[src/hw/sepw_pkg.sv]
// Package: constants and types for the serial EEPROM power and write control block
//
// Overview of operation
// - Enter standby when supply is good; fall back to reset when it drops.
// - Leaving reset, the write-enable latch is clear and the device idles in standby.
// - Instructions accepted only after a falling chip select following power-up.
// - Completed byte, page or status write clears the write-enable latch.
// - Internal write starts only on the rising chip select ending a write.
// - Array access during an internal write is ignored; programming continues.
// - Undefined opcode ignored, data output stays high impedance until deselect.
// - Write-enable instruction then chip select high sets the latch and status copy.
// - Write-disable instruction clears the write-enable latch.
// - During an internal write only read-status is obeyed.
// - Status bit 0 is high while an internal write runs, low when ready.
package sepw_pkg;

    // ---------------------------------------------------------------
    // Instruction codes
    // ---------------------------------------------------------------
    localparam logic [7:0] OP_WRSR    = 8'h01;
    localparam logic [7:0] OP_WRITE   = 8'h02;
    localparam logic [7:0] OP_READ    = 8'h03;
    localparam logic [7:0] OP_WR_DIS  = 8'h04;
    localparam logic [7:0] OP_RD_STAT = 8'h05;
    localparam logic [7:0] OP_WR_EN   = 8'h06;

    // ---------------------------------------------------------------
    // Status register layout
    // ---------------------------------------------------------------
    localparam int          ST_BUSY_BIT = 0;
    localparam int          ST_LATCH_BIT = 1;
    localparam logic [7:0]  ST_WR_MASK  = 8'h8c;
    localparam logic [7:0]  ST_RESET    = 8'h00;

    // ---------------------------------------------------------------
    // Timing
    // ---------------------------------------------------------------
    localparam int          CLK_HZ        = 50000000;
    localparam int          WRITE_TIME_US = 5;
    localparam int          WRITE_CYCLES  = (WRITE_TIME_US * (CLK_HZ / 1000000));
    localparam int          BIT_CNT_W     = 6;
    localparam logic [5:0]  OP_BITS       = 6'h08;
    localparam logic [5:0]  WR_MIN_BITS   = 6'h20;
    localparam logic [5:0]  SR_WR_BITS    = 6'h10;

    typedef enum logic [2:0] {
        ST_RESET_MODE = 3'b000,
        ST_STANDBY    = 3'b001,
        ST_READY      = 3'b010,
        ST_OPCODE     = 3'b011,
        ST_ACTIVE     = 3'b100,
        ST_IGNORE     = 3'b101
    } sepw_state_type;

    typedef enum logic [1:0] {
        WK_NONE = 2'b00,
        WK_ARR  = 2'b01,
        WK_SR   = 2'b10
    } sepw_wkind_type;

    // Synchronised link pins and their edges
    typedef struct packed {
        logic cs_n;
        logic sck;
        logic si;
        logic cs_fall;
        logic cs_rise;
        logic sck_rise;
        logic sck_fall;
    } sepw_link_type;

endpackage

[src/hw/sepw_sync.sv]
// Two-stage synchroniser and edge finder for the serial link pins
`timescale 1ns/1ns
`default_nettype none
module sepw_sync (
    input  wire logic                   clk_i,
    input  wire logic                   rst_i,
    input  wire logic                   cs_n_i,
    input  wire logic                   sck_i,
    input  wire logic                   si_i,
    output sepw_pkg::sepw_link_type     link_o
);
    logic [2:0] meta_q;
    logic [2:0] meta_d;
    logic [2:0] sync_q;
    logic [2:0] sync_d;
    logic [2:0] prev_q;
    logic [2:0] prev_d;

    always_comb begin
        meta_d = {cs_n_i, sck_i, si_i};
        sync_d = meta_q;
        prev_d = sync_q;
        link_o.cs_n     = sync_q[2];
        link_o.sck      = sync_q[1];
        link_o.si       = sync_q[0];
        link_o.cs_fall  = prev_q[2] & ~sync_q[2];
        link_o.cs_rise  = ~prev_q[2] & sync_q[2];
        link_o.sck_rise = ~prev_q[1] & sync_q[1];
        link_o.sck_fall = prev_q[1] & ~sync_q[1];
    end

    // Idle levels at reset (select high, clock low) keep false edges away
    always_ff @(posedge clk_i) begin
        if (rst_i) begin
            meta_q <= 3'h4;
            sync_q <= 3'h4;
            prev_q <= 3'h4;
        end else begin
            meta_q <= meta_d;
            sync_q <= sync_d;
            prev_q <= prev_d;
        end
    end
endmodule
`default_nettype wire

[src/hw/sepw_ctrl.sv]
// Serial EEPROM power state, write-enable latch and internal write control
`timescale 1ns/1ns
`default_nettype none
module sepw_ctrl #(
    parameter int WRITE_CYCLES = sepw_pkg::WRITE_CYCLES
) (
    input  wire logic        CLK_I,
    input  wire logic        SYS_RST_I,
    input  wire logic        SUPPLY_OK_I,
    input  wire logic        CS_N_I,
    input  wire logic        SCK_I,
    input  wire logic        SI_I,
    output logic             SO_O,
    output logic             SO_OE_N_O,
    output logic             STANDBY_O,
    output logic             WRITE_ENABLE_LATCH_O,
    output logic             WRITE_BUSY_O,
    output logic             ARRAY_WRITE_START_O,
    output logic [7:0]       STATUS_O
);
    // Write timer is twenty bits wide
    if (WRITE_CYCLES < 1 || WRITE_CYCLES > 1048575) begin : g_bad_write_cycles
        $error("WRITE_CYCLES out of range");
    end

    sepw_pkg::sepw_link_type link;

    logic        sup_meta_q;
    logic        sup_q;

    sepw_sync u_sepw_sync (
        .clk_i  (CLK_I),
        .rst_i  (SYS_RST_I),
        .cs_n_i (CS_N_I),
        .sck_i  (SCK_I),
        .si_i   (SI_I),
        .link_o (link)
    );

    // ---------------------------------------------------------------
    // Supply-good synchroniser
    // ---------------------------------------------------------------
    always_ff @(posedge CLK_I) begin
        if (SYS_RST_I) begin
            sup_meta_q <= 1'b0;
            sup_q      <= 1'b0;
        end else begin
            sup_meta_q <= SUPPLY_OK_I;
            sup_q      <= sup_meta_q;
        end
    end

    // ---------------------------------------------------------------
    // Protocol state
    // ---------------------------------------------------------------
    sepw_pkg::sepw_state_type state_q, state_d;
    sepw_pkg::sepw_wkind_type wkind_q, wkind_d;
    logic [7:0]  op_q, op_d;
    logic [5:0]  bits_q, bits_d;
    logic [7:0]  sr_q, sr_d;
    logic [7:0]  sr_new_q, sr_new_d;
    logic [7:0]  tx_q, tx_d;
    logic        so_q, so_d;
    logic        so_oe_n_q, so_oe_n_d;
    logic        latch_q, latch_d;
    logic        busy_q, busy_d;
    logic        start_q, start_d;
    logic [19:0] wcnt_q, wcnt_d;

    always_comb begin
        state_d   = state_q;
        wkind_d   = wkind_q;
        op_d      = op_q;
        bits_d    = bits_q;
        sr_d      = sr_q;
        sr_new_d  = sr_new_q;
        tx_d      = tx_q;
        so_d      = so_q;
        so_oe_n_d = so_oe_n_q;
        latch_d   = latch_q;
        busy_d    = busy_q;
        start_d   = 1'b0;
        wcnt_d    = wcnt_q;

        // Internal write timer runs regardless of bus activity
        if (busy_q) begin
            if (wcnt_q == 20'h00000) begin
                busy_d = 1'b0;
                latch_d = 1'b0;
                if (wkind_q == sepw_pkg::WK_SR) begin
                    sr_d = (sr_q & ~sepw_pkg::ST_WR_MASK) | (sr_new_q & sepw_pkg::ST_WR_MASK);
                end
                wkind_d = sepw_pkg::WK_NONE;
            end else begin
                wcnt_d = wcnt_q - 20'h00001;
            end
        end

        if (!sup_q) begin
            // Brown-out: abandon everything, output off
            state_d   = sepw_pkg::ST_RESET_MODE;
            so_oe_n_d = 1'b1;
            latch_d   = 1'b0;
            busy_d    = 1'b0;
            wkind_d   = sepw_pkg::WK_NONE;
        end else begin
            unique case (state_q)
                sepw_pkg::ST_RESET_MODE: begin
                    state_d = sepw_pkg::ST_STANDBY;
                    latch_d = 1'b0;
                end
                sepw_pkg::ST_STANDBY: begin
                    // Only a falling select arms the device after power-up
                    if (link.cs_fall) begin
                        state_d = sepw_pkg::ST_OPCODE;
                        bits_d  = '0;
                    end
                end
                sepw_pkg::ST_READY: begin
                    if (link.cs_fall) begin
                        state_d = sepw_pkg::ST_OPCODE;
                        bits_d  = '0;
                    end
                end
                sepw_pkg::ST_OPCODE, sepw_pkg::ST_ACTIVE, sepw_pkg::ST_IGNORE: begin
                    if (link.cs_rise) begin
                        state_d   = sepw_pkg::ST_READY;
                        so_oe_n_d = 1'b1;
                        if (state_q == sepw_pkg::ST_ACTIVE && !busy_q) begin
                            if (op_q == sepw_pkg::OP_WR_EN && bits_q == sepw_pkg::OP_BITS) begin
                                latch_d = 1'b1;
                            end
                            if (op_q == sepw_pkg::OP_WRITE && latch_q && bits_q >= sepw_pkg::WR_MIN_BITS
                                && bits_q[2:0] == 3'h0) begin
                                busy_d  = 1'b1;
                                start_d = 1'b1;
                                wkind_d = sepw_pkg::WK_ARR;
                                wcnt_d  = 20'(WRITE_CYCLES - 1);
                            end
                            if (op_q == sepw_pkg::OP_WRSR && latch_q && bits_q == sepw_pkg::SR_WR_BITS) begin
                                busy_d  = 1'b1;
                                wkind_d = sepw_pkg::WK_SR;
                                wcnt_d  = 20'(WRITE_CYCLES - 1);
                            end
                        end
                    end else if (link.sck_rise && state_q != sepw_pkg::ST_IGNORE) begin
                        if (bits_q == 6'h3f) begin
                            // Full count wraps but keeps the byte phase, so long page writes pass
                            bits_d = 6'h38;
                        end else begin
                            bits_d = bits_q + 6'h01;
                        end
                        if (state_q == sepw_pkg::ST_OPCODE) begin
                            op_d = {op_q[6:0], link.si};
                            if (bits_q == sepw_pkg::OP_BITS - 6'h01) begin
                                state_d = sepw_pkg::ST_ACTIVE;
                                unique case ({op_q[6:0], link.si})
                                    sepw_pkg::OP_RD_STAT: begin
                                        tx_d = {sr_q[7:2], latch_q, busy_q};
                                    end
                                    sepw_pkg::OP_WR_DIS: begin
                                        if (!busy_q) begin
                                            latch_d = 1'b0;
                                        end else begin
                                            state_d = sepw_pkg::ST_IGNORE;
                                        end
                                    end
                                    sepw_pkg::OP_WR_EN, sepw_pkg::OP_WRITE, sepw_pkg::OP_WRSR,
                                    sepw_pkg::OP_READ: begin
                                        if (busy_q) begin
                                            state_d = sepw_pkg::ST_IGNORE;
                                        end
                                    end
                                    default: begin
                                        state_d = sepw_pkg::ST_IGNORE;
                                    end
                                endcase
                            end
                        end else if (op_q == sepw_pkg::OP_WRSR && bits_q < sepw_pkg::SR_WR_BITS) begin
                            sr_new_d = {sr_new_q[6:0], link.si};
                        end
                    end else if (link.sck_fall && state_q == sepw_pkg::ST_ACTIVE
                                 && op_q == sepw_pkg::OP_RD_STAT) begin
                        // Status repeats every eight clocks while selected
                        so_oe_n_d = 1'b0;
                        so_d      = tx_q[7];
                        tx_d      = {tx_q[6:0], tx_q[7]};
                    end
                end
                default: begin
                    state_d = sepw_pkg::ST_RESET_MODE;
                end
            endcase
        end
    end

    always_ff @(posedge CLK_I) begin
        if (SYS_RST_I) begin
            state_q   <= sepw_pkg::ST_RESET_MODE;
            wkind_q   <= sepw_pkg::WK_NONE;
            op_q      <= 8'h00;
            bits_q    <= 6'h00;
            sr_q      <= sepw_pkg::ST_RESET;
            sr_new_q  <= 8'h00;
            tx_q      <= 8'h00;
            so_q      <= 1'b0;
            so_oe_n_q <= 1'b1;
            latch_q   <= 1'b0;
            busy_q    <= 1'b0;
            start_q   <= 1'b0;
            wcnt_q    <= 20'h00000;
        end else begin
            state_q   <= state_d;
            wkind_q   <= wkind_d;
            op_q      <= op_d;
            bits_q    <= bits_d;
            sr_q      <= sr_d;
            sr_new_q  <= sr_new_d;
            tx_q      <= tx_d;
            so_q      <= so_d;
            so_oe_n_q <= so_oe_n_d;
            latch_q   <= latch_d;
            busy_q    <= busy_d;
            start_q   <= start_d;
            wcnt_q    <= wcnt_d;
        end
    end

    // ---------------------------------------------------------------
    // Outputs
    // ---------------------------------------------------------------
    logic stby_q;
    logic [7:0] status_q;
    always_ff @(posedge CLK_I) begin
        if (SYS_RST_I) begin
            stby_q   <= 1'b0;
            status_q <= 8'h00;
        end else begin
            stby_q   <= (state_d == sepw_pkg::ST_STANDBY);
            status_q <= {sr_d[7:2], latch_d, busy_d};
        end
    end
    assign SO_O                 = so_q;
    assign SO_OE_N_O            = so_oe_n_q;
    assign STANDBY_O            = stby_q;
    assign WRITE_ENABLE_LATCH_O = latch_q;
    assign WRITE_BUSY_O         = busy_q;
    assign ARRAY_WRITE_START_O  = start_q;
    assign STATUS_O             = status_q;

    // ---------------------------------------------------------------
    // Checks
    // ---------------------------------------------------------------
    a_brownout_reset: assert property (@(posedge CLK_I) disable iff (SYS_RST_I)
        !sup_q |=> state_q == sepw_pkg::ST_RESET_MODE) else $error("no reset mode on low supply");
    a_reset_latch_clear: assert property (@(posedge CLK_I) disable iff (SYS_RST_I)
        state_q == sepw_pkg::ST_RESET_MODE |-> !latch_q) else $error("latch set in reset mode");
    a_select_first: assert property (@(posedge CLK_I) disable iff (SYS_RST_I)
        state_q == sepw_pkg::ST_STANDBY && !link.cs_fall |=> state_q != sepw_pkg::ST_OPCODE)
        else $error("opcode without falling select");
    a_write_done_latch: assert property (@(posedge CLK_I) disable iff (SYS_RST_I)
        $fell(busy_q) |-> !latch_q) else $error("latch kept after write");
    a_start_on_rise: assert property (@(posedge CLK_I) disable iff (SYS_RST_I)
        $rose(busy_q) |-> $past(link.cs_rise) && $past(latch_q)) else $error("write not on rising select");
    a_busy_holds: assert property (@(posedge CLK_I) disable iff (SYS_RST_I)
        busy_q && wcnt_q != 20'h00000 && sup_q |=> busy_q) else $error("write interrupted");
    a_busy_latch_kept: assert property (@(posedge CLK_I) disable iff (SYS_RST_I)
        busy_q && latch_q && sup_q && wcnt_q != 20'h00000 |=> latch_q) else $error("latch changed during write");
    a_bad_op_quiet: assert property (@(posedge CLK_I) disable iff (SYS_RST_I)
        state_q == sepw_pkg::ST_IGNORE |-> so_oe_n_q) else $error("output driven on ignored op");
    a_latch_sets: assert property (@(posedge CLK_I) disable iff (SYS_RST_I)
        $rose(latch_q) |-> $past(op_q) == sepw_pkg::OP_WR_EN && $past(link.cs_rise))
        else $error("latch set without write-enable");
    a_status_busy: assert property (@(posedge CLK_I) disable iff (SYS_RST_I)
        ##1 STATUS_O[sepw_pkg::ST_BUSY_BIT] == busy_q) else $error("busy bit mismatch");
    a_reset_quiet: assert property (@(posedge CLK_I) disable iff (SYS_RST_I)
        state_q == sepw_pkg::ST_RESET_MODE |-> so_oe_n_q) else $error("output driven in reset mode");
endmodule
`default_nettype wire

[config.mk]
export PLATFORM = sky130hd
export DESIGN_NAME = sepw_ctrl
export DESIGN_NICKNAME = d
export VERILOG_FILES = /design/src/hw/sepw_pkg.sv /design/src/hw/sepw_sync.sv /design/src/hw/sepw_ctrl.sv
export SDC_FILE = /design/constraint.sdc
export NUM_CORES = 1
export LEC_CHECK = 0
export BUFFER_PORTS_ARGS = -buffer_cell sky130_fd_sc_hd__buf_2
export CORE_MARGIN = 4
export CORE_UTILIZATION = 48
export DETAILED_ROUTE_END_ITERATION = 6
export GPL_TIMING_DRIVEN = 0
export PLACE_DENSITY_LB_ADDON = 0.1
export SKIP_CTS_REPAIR_TIMING = 1
export SYNTH_ARGS = -nofsm -noshare
export SYNTH_HDL_FRONTEND = slang
export SYNTH_SLANG_ARGS = --single-unit
[constraint.sdc]
create_clock -name CLK_I -period 2.14 [get_ports CLK_I]
set_input_delay 0.214 -clock CLK_I [delete_from_list [all_inputs] [get_ports CLK_I]]
set_output_delay 0.214 -clock CLK_I [all_outputs]
set_load 0.1 [all_outputs]
# [Yosys cells after proc, flatten, opt, wreduce, memory -nomap -nowiden]
# Index checks and enable logic that the tools add are counted.
[word_totals] reg_bits=88 in_bits=6 out_inout_bits=14 wordCells=160
[op_classes] addsub=2 n_lt_le_gt_ge=2 eq_ne=29 n_mux=61 n_bitwise=15 reduce_logical=30
[ops] cell="2-to-1 mux 20 bit" n=8
[ops] cell="2-to-1 mux 8 bit" n=8
[ops] cell="== test 8 x 3 -> 1 bit, second input constant" n=5
[ops] cell="== test 8 x 2 -> 1 bit, second input constant" n=3
[ops] cell="2-to-1 mux 1 bit" n=24
[ops] cell="2-to-1 mux 6 bit" n=4
[ops] cell="zero test 20 bit" n=1
[ops] cell="subtractor 20 x 1 -> 20 bit, second input constant" n=1
[ops] cell="2-to-1 mux 3 bit" n=6
[ops] cell="== test 8 x 1 -> 1 bit, second input constant" n=2
[ops] cell="AND reduction 5 bit" n=3
[ops] cell="2-to-1 mux 2 bit" n=7
[ops] cell="case mux 6 bit (2 select lines)" n=1
[ops] cell="logical AND 1 bit" n=11
[ops] cell="NOT 1 bit" n=10
[ops] cell="OR reduction 5 bit" n=2
[ops] cell="case mux 3 bit (3 select lines)" n=1
[ops] cell="!= test 2 x 1 -> 1 bit, second input constant" n=4
[ops] cell="OR 7 x 8 -> 8 bit" n=1
[ops] cell="AND reduction 7 bit" n=1
[ops] cell="adder 6 x 1 -> 6 bit, second input constant" n=1
[ops] cell="== test 3 x 1 -> 1 bit, second input constant" n=2
[ops] cell="== test 3 x 2 -> 1 bit, second input constant" n=2
[ops] cell="== test 3 bit, second input constant" n=2
[ops] cell="18 further kinds" n=29

# [Depth between registers and ports, before layout]
# Gate-level depths: netlist of the first run.
[logic_depth] word_depth=11 mapped_depth=8 depth_no_buf=7

# [By module]
# A second synthesis of the first run with hierarchy kept.
[unflattened] hier_cells=383 hier_area_um2=3482.1
[modules_own_cells] mod="sepw_ctrl" instances=1 cells_per_inst=363 area_each_um2=3246.9 seq_area_each_um2=1321.3
[modules_own_cells] mod="sepw_sync" instances=1 cells_per_inst=20 area_each_um2=235.2 seq_area_each_um2=160.2

# [Least setup slack after synthesis of the first run]
# No wires, ideal clock.
[synth_timing] path_type="register to register" from="reg STATUS_O[0] (netlist name)" to="reg wcnt_q[13]" setup_time_ns=0.072 arrival_time_ns=2.523 t_required_ns=2.068 path_slack_ns=-0.456 stages_incl_launch_ff=6 path_buffers=0 period_less_slack_ns=2.596 cell_sequence="dfxtp_1 > or4b_2 > nor3_1 > o21ai_0 > or4_1 > a21oi_1"
[synth_lines] item="to (signal assigned)" line="sepw_ctrl.sv:225" source="wcnt_q <= wcnt_d;"
[synth_lines] item="to (decl)" line="sepw_ctrl.sv:68" source="logic [19:0] wcnt_q, wcnt_d;"

# [Final worst setup path of the first run]
[layout_timing] from="reg wcnt_q[5]" to="reg wcnt_q[14]"
[layout_between] elab_chain_len=9 elab_cells_between_ends=10 cone_classes="1 x add/sub; 8 x mux; 1 x reduce/logical"
[layout_lines] item="subtractor 20 x 1 -> 20 bit / zero test 20 bit (equally long branches)" line="sepw_ctrl.sv:95, sepw_ctrl.sv:87"
[layout_lines] item="2-to-1 mux 20 bit *" line="sepw_ctrl.sv:87" source="if (wcnt_q == 20'h00000) begin"
[layout_lines] item="2-to-1 mux 20 bit *" line="sepw_ctrl.sv:86" source="if (busy_q) begin"
[layout_lines] item="2-to-1 mux 20 bit" line="sepw_ctrl.sv:133" source="if (op_q == sepw_pkg::OP_WRITE && latch_q && bits_q >= sepw_pkg::WR_MIN_BITS"
[layout_lines] item="2-to-1 mux 20 bit" line="sepw_ctrl.sv:140" source="if (op_q == sepw_pkg::OP_WRSR && latch_q && bits_q == sepw_pkg::SR_WR_BITS) begin"
[layout_lines] item="2-to-1 mux 20 bit" line="sepw_ctrl.sv:129" source="if (state_q == sepw_pkg::ST_ACTIVE && !busy_q) begin"
[layout_lines] item="2-to-1 mux 20 bit" line="sepw_ctrl.sv:126" source="if (link.cs_rise) begin"
[layout_lines] item="2-to-1 mux 20 bit" line="sepw_ctrl.sv:107" source="unique case (state_q)"
[layout_lines] item="2-to-1 mux 20 bit *" line="sepw_ctrl.sv:99" source="if (!sup_q) begin"
# Every way passes the cells marked *; elsewhere a longest branch is shown, timed or not.
# A chain may end at the register's enable or synchronous reset.

==> results of run 1 <==
where the power goes:
group	switching, mW	internal (mW)
Clock	0.559	0.665
Sequential	0.00586	1.38
Combinational	0.0756	0.0257
cell usage in the layout, fill, tap and decap left out, drive strengths merged, types with 3 or more instances in the layout:
cell type	instances
dfxtp	74
nor2	46
buf	33
clkbuf	26
mux2i	24
a21oi	24
nor3	14
o21ai	14
nor4	13
nand2	12
nor2b	12
nand3	11
xnor2	9
or2	9
a31o	8
inv	8
xor2	6
nand2b	5
a31oi	5
nor4b	5
nor4bb	5
or4	5
nand4	4
o21a	4
or3	4
and3	4
a311oi	4
ha	4
clkinv	4
a211oi	3
conb	3
layer usage:
layer / up-vias / GRT usage
met1: 1428 / 0.229
met2: 45 / 0.307
li1: 1497 / -
met3: 16 / 0.0434
met4: 0 / 0.0781
met5: - / 0
stage by stage:
step	utilization	instances	worst slack, ns	hold slack, ns	cell area (um2)
2_1_floorplan	-	395	0.0135	0.318	3550
3_3_place_gp	0.540	507	-0.435	0.391	3750
3_5_place_dp	0.540	507	-0.432	0.399	3750
4_1_cts	0.573	523	-0.448	0.0143	3980
5_1_grt	0.607	529	-0.0815	0.0257	4210
6_report	0.607	529	-0.0430	0.0341	4210
layout make-up:
class / count / area (um2) / share of cell area
Inverter: 8 / 30.0 / 0.00713
Clock buffer: 9 / 124 / 0.0294
Timing Repair Buffer: 25 / 160 / 0.0380
Clock inverter: 7 / 103 / 0.0244
Multi-Input combinational cell: 285 / 2040 / 0.485
Sequential cell: 74 / 1490 / 0.354
Buffer: 25 / 143 / 0.0339
Tap cell: 96 / 120 / 0.0285
sequential cells by signal, indices dropped and copies added, names as in the netlist, 6 cells and up:
signal	flops
bits_q	6
wcnt_q	20
op_q	8
tx_q	8
sr_new_q	8
worst paths after layout:
path,startpoint,to,slack (ns),depth (start not counted)
setup / recovery,wcnt_q[5]$_SDFF_PP0_,wcnt_q[14]$_SDFF_PP0_,-0.04,6
hold / removal,CS_N_I,u_sepw_sync.meta_q[2]$_SDFF_PP1_,0.03,2
setup reg to reg,wcnt_q[5]$_SDFF_PP0_,wcnt_q[14]$_SDFF_PP0_,-0.04,6
hold reg to reg,u_sepw_sync.meta_q[2]$_SDFF_PP1_,u_sepw_sync.prev_d[2]$_SDFF_PP1_,0.41,1
cell families after synthesis:
| family | after synthesis | synth area share |
|---|---|---|
| buffers and inverters | 36 | 0.0451 |
| DFF | 74 | 0.424 |
| AOI/OAI and AO/OA | 76 | 0.143 |
| adders and majority gates | 4 | 0.0143 |
| muxes | 24 | 0.0688 |
| other | 1 | 0.00107 |
| and+or+nand+nor | 163 | 0.265 |
| xor gates and xnor gates | 15 | 0.0376 |
==> impl_metrics.prom, run 1 <==
# TYPE chip_impl_metric gauge
chip_impl_metric{name="core_footprint",unit="um2"} 6940
chip_impl_metric{name="hold_viol_final",unit=""} 0
chip_impl_metric{name="clock_tree_buffer_depth",unit=""} 2
chip_impl_metric{name="slew_headroom",unit=""} 0.609
chip_impl_metric{name="layout-area-overhead-vs-synth",unit="%"} 20.6
chip_impl_metric{name="setup_viol",unit=""} 1
chip_impl_metric{name="worst_clock_skew",unit="ns"} 0.0107
chip_impl_metric{name="detail_route.wirelength",unit="um"} 7790
chip_impl_info{name="routed.top_layer",value="met4"} 1
chip_impl_info{name="synthTopCellsByArea",value="dfxtp_1, mux2i_1, nor2_1"} 1
chip_impl_metric{name="post_route_ant_nets",unit=""} 0
chip_impl_metric{name="die_w",unit="um"} 93.3
chip_impl_metric{name="worst_ir_drop_vdd",unit="uV"} 478
chip_impl_metric{name="detailroute.via_count",unit=""} 2986
chip_impl_info{name="path_cells",value="or4_4 -> buf_6 -> or4_4 -> buf_8 -> or4_4 -> a21oi_2"} 1
chip_impl_metric{name="antenna_found_initial",unit=""} 0
chip_impl_metric{name="die_h",unit="um"} 93.3
chip_impl_metric{name="dr.pass1.iters",unit=""} 4
chip_impl_metric{name="wire_length_of_the_first_global_routing_pass",unit="um"} 12700
chip_impl_info{name="crit_slowest_cell",value="or4_4"} 1
chip_impl_metric{name="power.density",unit="nW/um2"} 644
chip_impl_info{name="most_frequent_cells_after_synthesis",value="dfxtp_1, nor2_1, a21oi_1, mux2i_1, clkbuf_1"} 1
chip_impl_metric{name="yosysUniqueCellTypes",unit=""} 57
chip_impl_metric{name="met3RoutedLength",unit="um"} 278
chip_impl_metric{name="wl_cell",unit="um"} 14.7
chip_impl_metric{name="postSynth.asyncResetShare",unit=""} 0
chip_impl_info{name="grt_setup_unrepaired",value="true"} 1
chip_impl_metric{name="grt_max_degree",unit=""} 15
chip_impl_metric{name="synthDominantCellAreaShare",unit=""} 0.424
chip_impl_metric{name="fin_crit_sh",unit=""} 1.02
chip_impl_metric{name="postSynthRegisterBits",unit=""} 74
chip_impl_metric{name="worst_setup_hold_path_clk_slew",unit="ns"} 0.08
chip_impl_metric{name="die-area",unit="um2"} 8700
chip_impl_metric{name="finalPower",unit="mW"} 2.71
chip_impl_metric{name="yosysSeqAreaShare",unit=""} 0.424
chip_impl_metric{name="synth_area",unit="um2"} 3490
chip_impl_info{name="synth_area_leader_cell",value="dfxtp_1"} 1
chip_impl_metric{name="cts_sinks",unit=""} 74
chip_impl_metric{name="power.leakage",unit="nW"} 1.62
chip_impl_info{name="min_path_type",value="input port to flop"} 1
chip_impl_metric{name="vias_per_cell",unit=""} 5.64
chip_impl_metric{name="antenna_cells",unit=""} 0
chip_impl_metric{name="port_buffers",unit=""} 16
chip_impl_metric{name="synth-edff-count",unit=""} 0
chip_impl_metric{name="max_freq",unit="MHz"} 458
chip_impl_info{name="crit_path_start_kind",value="flop"} 1
chip_impl_info{name="synth_top_flop_cell",value="dfxtp_1"} 1
chip_impl_info{name="failed_checks",value="negative setup slack"} 1
chip_impl_metric{name="routed_metal_1_wirelength",unit="um"} 3570
chip_impl_metric{name="num_io_pins",unit=""} 20
chip_impl_metric{name="gate_count_after_technology_mapping",unit=""} 393
chip_impl_info{name="status",value="finished, violations left"} 1
chip_impl_metric{name="groute.usage.overall",unit=""} 0.185
chip_impl_metric{name="drc",unit=""} 0
chip_impl_metric{name="fp-row-count",unit=""} 30
chip_impl_metric{name="totalNegativeSetupSlack",unit="ns"} -0.0430
chip_impl_metric{name="clk-insertion-delay-late",unit="ns"} 0.36
chip_impl_metric{name="timing.critical_path.buf_inv",unit=""} 2
chip_impl_metric{name="clock_period_minus_worst_slack",unit="ns"} 2.18
chip_impl_metric{name="gpl.final_weighted_congestion",unit=""} 0.816
chip_impl_info{name="ctsRootBufferMaster",value="clkbuf_8"} 1
chip_impl_metric{name="dpl.hpwl",unit="um"} 5390
chip_impl_metric{name="post_synth.cell_area_avg",unit="um2"} 8.89
chip_impl_metric{name="initial_core_util",unit=""} 0.503
chip_impl_metric{name="worst_slew_pin_tran",unit="ns"} 0.586
chip_impl_metric{name="layout_cells_sized_above_1",unit=""} 0.226
chip_impl_metric{name="layout.filler_cells",unit=""} 637
chip_impl_metric{name="synthesis.yosys.warnings",unit=""} 0
chip_impl_metric{name="final_net_count",unit=""} 438
chip_impl_info{name="tritoncts",value="built"} 1
chip_impl_info{name="critPathMostFrequentCell",value="or4_4"} 1
chip_impl_info{name="path_delay_family",value="simple AND/OR/NAND/NOR gates"} 1
chip_impl_info{name="timing_worst_setup_path_type",value="flop to flop"} 1
chip_impl_info{name="timing.critical_path.to_type",value="flop"} 1
chip_impl_metric{name="grt_pass1_vias",unit=""} 2704
chip_impl_metric{name="met2RoutedLength",unit="um"} 3790
chip_impl_metric{name="grt.overflow.total",unit=""} 0
chip_impl_info{name="yosys.cell_count.top_type",value="dfxtp_1"} 1
chip_impl_metric{name="crit_path_max_fanout",unit=""} 8
chip_impl_metric{name="htree_levels",unit=""} 3
chip_impl_metric{name="final_number_of_max_transition_violations",unit=""} 0
chip_impl_metric{name="timing.critical_path.slowest_cell_delay",unit="ns"} 0.51
chip_impl_metric{name="drt_iter0_drc",unit=""} 122
chip_impl_metric{name="max_capacitance_violation_count",unit=""} 0
chip_impl_metric{name="cts_made_buffers",unit=""} 9
chip_impl_metric{name="worst-endpoint-required",unit="ns"} 2.44
chip_impl_metric{name="setup_slack",unit="ns"} -0.0430
chip_impl_metric{name="worst-endpoint-arrival",unit="ns"} 2.48
Power figures use the tool's default switching activity.
==> run 2, diff against run 1 <==
Settings changed: CTS_CLUSTER_SIZE set to 25, MAX_ROUTING_LAYER set to met4.
==> run 2 against run 1 <==
Against the previous run: maximum frequency hardly changed; critical path depth unchanged; largest power group unchanged; clock power about the same; power shrank 0.16%; utilization increased by 0.054 points; wire length grew 0.83%; the flow still finishes with violations (negative setup slack); critical endpoint unchanged; sequential share of layout area down 0.061 points; worst setup slack barely moved; cell area hardly changed.
==> impl_metrics.prom, run 2 (same netlist as run 1, synthesis figures left out) <==
# TYPE chip_impl_metric gauge
chip_impl_metric{name="antenna_cells",unit=""} 0
chip_impl_metric{name="grt_pass1_vias",unit=""} 2699
chip_impl_metric{name="drt_iter0_drc",unit=""} 136
chip_impl_info{name="min_path_type",value="input port to flop"} 1
chip_impl_metric{name="initial_core_util",unit=""} 0.503
chip_impl_metric{name="die_w",unit="um"} 93.3
chip_impl_metric{name="layout.filler_cells",unit=""} 638
chip_impl_metric{name="worst-endpoint-arrival",unit="ns"} 2.47
chip_impl_info{name="layout.cells.most_common",value="dfxtp_1"} 1
chip_impl_metric{name="clock_tree_buffer_depth",unit=""} 2
chip_impl_metric{name="num_io_pins",unit=""} 20
chip_impl_metric{name="setup_slack",unit="ns"} -0.0427
chip_impl_metric{name="max_capacitance_violation_count",unit=""} 0
chip_impl_metric{name="timing.critical_path.slowest_cell_delay",unit="ns"} 0.51
chip_impl_metric{name="slew_headroom",unit=""} 0.611
chip_impl_info{name="timing_worst_setup_path_type",value="flop to flop"} 1
chip_impl_metric{name="die_h",unit="um"} 93.3
chip_impl_metric{name="layout-area-overhead-vs-synth",unit="%"} 20.7
chip_impl_metric{name="vias_per_cell",unit=""} 5.67
chip_impl_info{name="ctsRootBufferMaster",value="clkbuf_8"} 1
chip_impl_info{name="path_delay_family",value="simple AND/OR/NAND/NOR gates"} 1
chip_impl_info{name="status",value="finished, violations left"} 1
chip_impl_metric{name="gpl.final_weighted_congestion",unit=""} 0.828
chip_impl_metric{name="finalPower",unit="mW"} 2.71
chip_impl_metric{name="fin_util",unit=""} 0.607
chip_impl_metric{name="post_route_ant_nets",unit=""} 0
chip_impl_metric{name="wire_length_of_the_first_global_routing_pass",unit="um"} 12700
chip_impl_info{name="grt_setup_unrepaired",value="true"} 1
chip_impl_metric{name="drc",unit=""} 0
chip_impl_metric{name="detail_route.wirelength",unit="um"} 7850
chip_impl_metric{name="core_footprint",unit="um2"} 6940
chip_impl_metric{name="layout_cells_sized_above_1",unit=""} 0.226
chip_impl_metric{name="worst_clock_skew",unit="ns"} 0.0110
chip_impl_metric{name="final_number_of_max_transition_violations",unit=""} 0
chip_impl_info{name="critPathMostFrequentCell",value="or4_4"} 1
chip_impl_metric{name="die-area",unit="um2"} 8700
chip_impl_metric{name="worst_ir_drop_vdd",unit="uV"} 475
chip_impl_metric{name="setup_viol",unit=""} 1
chip_impl_metric{name="dpl.hpwl",unit="um"} 5390
chip_impl_metric{name="fin_crit_sh",unit=""} 1.02
chip_impl_metric{name="clk-insertion-delay-late",unit="ns"} 0.36
chip_impl_metric{name="worst_slew_pin_tran",unit="ns"} 0.583
chip_impl_metric{name="place.detailed.instances",unit=""} 507
chip_impl_metric{name="timing.critical_path.buf_inv",unit=""} 2
chip_impl_metric{name="place_worst_setup_slack",unit="ns"} -0.432
chip_impl_metric{name="fp-row-count",unit=""} 30
chip_impl_info{name="final_cell_mix",value="dfxtp_1, nor2_1, mux2i_1, a21oi_1, buf_2"} 1
chip_impl_metric{name="crit_path_max_fanout",unit=""} 8
chip_impl_metric{name="cts_sinks",unit=""} 74
chip_impl_info{name="failed_checks",value="negative setup slack"} 1
chip_impl_metric{name="final_cell_area",unit="um2"} 4220
chip_impl_metric{name="htree_levels",unit=""} 3
chip_impl_metric{name="power.leakage",unit="nW"} 1.62
chip_impl_metric{name="clock_period_minus_worst_slack",unit="ns"} 2.18
chip_impl_metric{name="wl_cell",unit="um"} 14.8
chip_impl_metric{name="groute.usage.overall",unit=""} 0.190
chip_impl_info{name="path_cells",value="or4_4 -> buf_6 -> or4_4 -> buf_8 -> or4_4 -> a21oi_2"} 1
chip_impl_metric{name="antenna_found_initial",unit=""} 0
chip_impl_info{name="timing.critical_path.to_type",value="flop"} 1
chip_impl_metric{name="power.density",unit="nW/um2"} 643
chip_impl_metric{name="max_freq",unit="MHz"} 458
chip_impl_metric{name="worst_setup_hold_path_clk_slew",unit="ns"} 0.08
chip_impl_info{name="top_reg_by_flops",value="wcnt_q"} 1
chip_impl_metric{name="cts_made_buffers",unit=""} 9
chip_impl_metric{name="grt.overflow.total",unit=""} 0
chip_impl_metric{name="final_net_count",unit=""} 438
chip_impl_info{name="tritoncts",value="built"} 1
chip_impl_info{name="crit_path_start_kind",value="flop"} 1
chip_impl_metric{name="worst-endpoint-required",unit="ns"} 2.43
chip_impl_metric{name="grt_max_degree",unit=""} 15
chip_impl_info{name="crit_slowest_cell",value="or4_4"} 1
chip_impl_metric{name="detailroute.via_count",unit=""} 2997
chip_impl_metric{name="largest_reg_flops",unit=""} 20
chip_impl_metric{name="dr.pass1.iters",unit=""} 4
chip_impl_metric{name="layoutNonFillerInstCount",unit=""} 529
chip_impl_metric{name="port_buffers",unit=""} 16
chip_impl_metric{name="post_dp_cell_area",unit="um2"} 3750
chip_impl_metric{name="hold_viol_final",unit=""} 0
## run 2: cell types whose count changed in the layout (fill, tap and decap cells not counted)
cell,before,now
buf_2,17,16
clkbuf_2,2,3
dfxtp_1,68,69
dfxtp_2,5,4
nand3_1,11,10
nand3_2,0,1
## run 2: report_power, final
group	leakage [nW]	switching [mW]	total, mW	internal [mW]
registers	0.601	0.00596	1.39	1.38
clock network	0.110	0.554	1.22	0.666
logic	0.910	0.0758	0.102	0.0258
## run 2: per-stage QoR
stage,hold slack [ns],setup TNS [ns]
after global routing,0.0282,-0.349
after CTS,0.0143,-9.95
after global placement,0.391,-8.74
after floorplan,0.318,0
final,0.0379,-0.0427
after detailed placement,0.399,-9.22
## run 2: path summary, 6_finish.rpt
kind / start / to / slack, ns / cells past startpoint
setup reg to reg: wcnt_q[5]$_SDFF_PP0_ / wcnt_q[14]$_SDFF_PP0_ / -0.04 / 6
setup / recovery: wcnt_q[5]$_SDFF_PP0_ / wcnt_q[14]$_SDFF_PP0_ / -0.04 / 6
hold / removal: CS_N_I / u_sepw_sync.meta_q[2]$_SDFF_PP1_ / 0.04 / 2
hold reg to reg: u_sepw_sync.meta_q[2]$_SDFF_PP1_ / u_sepw_sync.prev_d[2]$_SDFF_PP1_ / 0.42 / 1
## run 2: final cells by class
cell class | instances | area, um2 | share of cell area
repair buffers | 25 | 160 | 0.0380
multi-input cells | 285 | 2050 | 0.485
inverters | 8 | 30.0 | 0.00712
clock inverters | 7 | 103 | 0.0243
well taps | 96 | 120 | 0.0285
flip-flops and latches | 74 | 1490 | 0.353
clock buffers | 9 | 124 | 0.0294
plain buffers | 25 | 143 | 0.0338
## run 2: metal layers
layer | global-route usage | wire, um | up-vias
met1 | 0.230 | 3590 | 1438
met4 | 0.0781 | 131 | 0
met2 | 0.307 | 3880 | 49
met5 | - | 0 | -
li1 | - | - | 1495
met3 | 0.0410 | 251 | 15
==> run 3, diff against run 2 <==
--- a/config.mk
+++ b/config.mk
@@ -7,5 +7,6 @@
 export LEC_CHECK = 0
 export BUFFER_PORTS_ARGS = -buffer_cell sky130_fd_sc_hd__buf_2
-export CORE_MARGIN = 4
+export CAP_MARGIN = 20
+export CORE_MARGIN = 2
 export CORE_UTILIZATION = 48
 export CTS_CLUSTER_SIZE = 25
==> constraint.sdc (replaced) <==
create_clock -name CLK_I -period 2.14 [get_ports CLK_I]
set_input_delay 0.428 -clock CLK_I [delete_from_list [all_inputs] [get_ports CLK_I]]
set_output_delay 0.428 -clock CLK_I [all_outputs]
set_load 0.1 [all_outputs]
==> run 3 against run 2 <==
Against the previous run: the run still ends with negative setup slack left; cell count down 0.38%; combinational power about the same; clock power shrank 25%; worst hold slack better by 0.22 ns; die area down 8.4%; non-clock buffer count decreased by 5; clock skew fell by 0.0017 ns; sequential share of layout area increased by 0.82 points.
==> impl_metrics.prom, run 3 (same netlist as run 1, synthesis figures left out) <==
# TYPE chip_impl_metric gauge
chip_impl_info{name="critPathMostFrequentCell",value="or4_4"} 1
chip_impl_metric{name="layout-area-overhead-vs-synth",unit="%"} 18.2
chip_impl_metric{name="die_w",unit="um"} 89.3
chip_impl_metric{name="die_h",unit="um"} 89.3
chip_impl_metric{name="grt_util_met2",unit=""} 0.329
chip_impl_metric{name="pwr-share-comb",unit=""} 0.042
chip_impl_metric{name="clkPwrFrac",unit=""} 0.382
chip_impl_metric{name="slew_headroom",unit=""} 0.558
chip_impl_info{name="layout.cells.most_common",value="dfxtp_1"} 1
chip_impl_metric{name="fp-row-count",unit=""} 31
chip_impl_metric{name="setup_slack",unit="ns"} -0.0331
chip_impl_metric{name="holdPathStages",unit=""} 2
chip_impl_metric{name="grt_max_degree",unit=""} 13
chip_impl_info{name="tritoncts",value="built"} 1
chip_impl_metric{name="dpl.hpwl",unit="um"} 5470
chip_impl_metric{name="gr-usage-met3",unit=""} 0.0388
chip_impl_metric{name="clock_period_minus_worst_slack",unit="ns"} 2.17
chip_impl_metric{name="wl_cell",unit="um"} 15.2
chip_impl_metric{name="detailroute.via_count",unit=""} 2963
chip_impl_metric{name="power.leakage",unit="nW"} 1.58
chip_impl_metric{name="worst_ir_drop_vdd",unit="uV"} 452
chip_impl_metric{name="grt_pass1_vias",unit=""} 2695
chip_impl_metric{name="totalNegativeSetupSlack",unit="ns"} -0.0331
chip_impl_metric{name="layout.filler_cells",unit=""} 699
chip_impl_metric{name="gpl.final_weighted_congestion",unit=""} 0.880
chip_impl_metric{name="final_number_of_max_transition_violations",unit=""} 0
chip_impl_metric{name="port_buffers",unit=""} 16
chip_impl_metric{name="antenna_found_initial",unit=""} 0
chip_impl_info{name="timing_worst_setup_path_type",value="flop to flop"} 1
chip_impl_metric{name="fin_util",unit=""} 0.578
chip_impl_metric{name="detail_route.wirelength",unit="um"} 7990
chip_impl_metric{name="timing.critical_path.slowest_cell_delay",unit="ns"} 0.55
chip_impl_info{name="final_cell_mix",value="dfxtp_1, nor2_1, mux2i_1, a21oi_1, buf_2"} 1
chip_impl_metric{name="worst_slew_pin_tran",unit="ns"} 0.654
chip_impl_metric{name="worst-r2r-cell-count",unit=""} 5
chip_impl_metric{name="sw_frac_of_total",unit=""} 0.243
chip_impl_metric{name="power.density",unit="nW/um2"} 584
chip_impl_metric{name="largest_reg_flops",unit=""} 20
chip_impl_info{name="crit_path_start_kind",value="flop"} 1
chip_impl_metric{name="reg2reg_setup_slack",unit="ns"} -0.03
chip_impl_metric{name="setup_viol",unit=""} 1
chip_impl_metric{name="fin_crit_sh",unit=""} 1.02
chip_impl_info{name="worst_r2r_endpoint",value="wcnt_q[14]$_SDFF_PP0_"} 1
chip_impl_metric{name="antenna_cells",unit=""} 0
chip_impl_info{name="ctsRootBufferMaster",value="clkbuf_8"} 1
chip_impl_metric{name="crit_path_max_fanout",unit=""} 8
chip_impl_info{name="grt_setup_unrepaired",value="true"} 1
chip_impl_metric{name="die-area",unit="um2"} 7970
chip_impl_info{name="crit_slowest_cell",value="or4_4"} 1
chip_impl_metric{name="clk-insertion-delay-late",unit="ns"} 0.35
chip_impl_metric{name="clock_tree_buffer_depth",unit=""} 2
chip_impl_metric{name="dr.pass1.iters",unit=""} 4
chip_impl_metric{name="hold_viol_final",unit=""} 0
chip_impl_metric{name="grt.overflow.total",unit=""} 0
chip_impl_metric{name="initial_core_util",unit=""} 0.489
chip_impl_metric{name="grt_util_met1",unit=""} 0.284
chip_impl_metric{name="final_net_count",unit=""} 433
chip_impl_info{name="failed_checks",value="negative setup slack"} 1
chip_impl_metric{name="htree_levels",unit=""} 3
chip_impl_info{name="timing.rr.start",value="wcnt_q[9]$_SDFF_PP0_"} 1
chip_impl_metric{name="place_worst_setup_slack",unit="ns"} -0.489
chip_impl_metric{name="worst-endpoint-arrival",unit="ns"} 2.46
chip_impl_metric{name="drc",unit=""} 0
chip_impl_info{name="status",value="finished, violations left"} 1
chip_impl_info{name="timing.critical_path.to_type",value="flop"} 1
chip_impl_info{name="path_delay_family",value="simple AND/OR/NAND/NOR gates"} 1
chip_impl_metric{name="power.switching",unit="uW"} 585
chip_impl_metric{name="power_report.internal_total",unit="mW"} 1.83
chip_impl_metric{name="max_freq",unit="MHz"} 460
chip_impl_metric{name="layout_cells_sized_above_1",unit=""} 0.222
chip_impl_info{name="min_path_type",value="input port to flop"} 1
chip_impl_metric{name="worst-endpoint-required",unit="ns"} 2.43
chip_impl_metric{name="seq_power_share",unit=""} 0.576
chip_impl_metric{name="max_capacitance_violation_count",unit=""} 0
chip_impl_metric{name="core_footprint",unit="um2"} 7140
chip_impl_metric{name="timing.critical_path.buf_inv",unit=""} 1
chip_impl_metric{name="post_route_ant_nets",unit=""} 0
chip_impl_metric{name="worst_clock_skew",unit="ns"} 0.00928
chip_impl_metric{name="worst_setup_hold_path_clk_slew",unit="ns"} 0.08
chip_impl_metric{name="cts_sinks",unit=""} 74
chip_impl_info{name="top_reg_by_flops",value="wcnt_q"} 1
chip_impl_metric{name="groute.usage.overall",unit=""} 0.217
chip_impl_metric{name="vias_per_cell",unit=""} 5.62
chip_impl_info{name="hold_path.startpoint",value="CS_N_I"} 1
chip_impl_info{name="top_usage_layer",value="met2"} 1
chip_impl_metric{name="drt_iter0_drc",unit=""} 140
chip_impl_info{name="endpoint_worst_hold",value="u_sepw_sync.meta_q[2]$_SDFF_PP1_"} 1
chip_impl_metric{name="num_io_pins",unit=""} 20
chip_impl_metric{name="cts_made_buffers",unit=""} 9
chip_impl_info{name="path_cells",value="or4_4 -> or4_4 -> buf_8 -> or4_4 -> a21oi_2"} 1
chip_impl_metric{name="wire_length_of_the_first_global_routing_pass",unit="um"} 12800
run 3: worst max path at each step:
stage | endpoint | slack [ns] | cells after the start | startpoint
6_report | wcnt_q[14]$_SDFF_PP0_ | -0.03 | 5 | wcnt_q[9]$_SDFF_PP0_
5_1_grt | wcnt_q[14]$_SDFF_PP0_ | -0.06 | 5 | wcnt_q[9]$_SDFF_PP0_
3_3_place_gp | tx_q[2]$_SDFFE_PP0P_ | -0.44 | 6 | op_q[6]$_SDFFE_PP0P_
2_1_floorplan | wcnt_q[0]$_SDFF_PP0_ | 0.01 | 6 | wcnt_q[8]$_SDFF_PP0_
3_5_place_dp | tx_q[6]$_SDFFE_PP0P_ | -0.49 | 6 | op_q[6]$_SDFFE_PP0P_
4_1_cts | tx_q[5]$_SDFFE_PP0P_ | -0.51 | 6 | op_q[6]$_SDFFE_PP0P_
run 3: per-stage QoR:
step                power, mW  instance area [um2]  std cells  hold slack [ns]
floorplan                1.49                 3550        395            0.389
global placement         1.52                 3760        510            0.393
detailed placement       1.52                 3760        510            0.401
CTS                      2.44                 3920        526            0.243
global route             2.51                 4130        527            0.253
finish                   2.41                 4130        527            0.257
run 3: area by class of cell:
type	count	area, um2	area share
Tap cell	99	124	0.0300
Sequential cell	74	1490	0.362
Inverter	8	30.0	0.00727
Buffer	23	130	0.0315
Multi-Input combinational cell	285	2050	0.497
Clock buffer	11	131	0.0318
Clock inverter	5	31.3	0.00758
Timing Repair Buffer	22	138	0.0333
run 3: power by group through the flow:
stage	clock network, mW	logic, mW	registers, mW
final	0.921	0.102	1.39
after global routing	1.01	0.108	1.39
after CTS	0.950	0.0984	1.39
after detailed placement	0	0.0984	1.42
after global placement	0	0.0973	1.42
after floorplan	0	0.0717	1.42
run 3: per-layer routing:
metal | up-vias | wire length, um | share of wire
met3 | 13 | 169 | 0.021
met5 | - | 0 | 0
met2 | 40 | 3740 | 0.47
li1 | 1481 | - | -
met4 | 0 | 121 | 0.015
met1 | 1429 | 3960 | 0.50
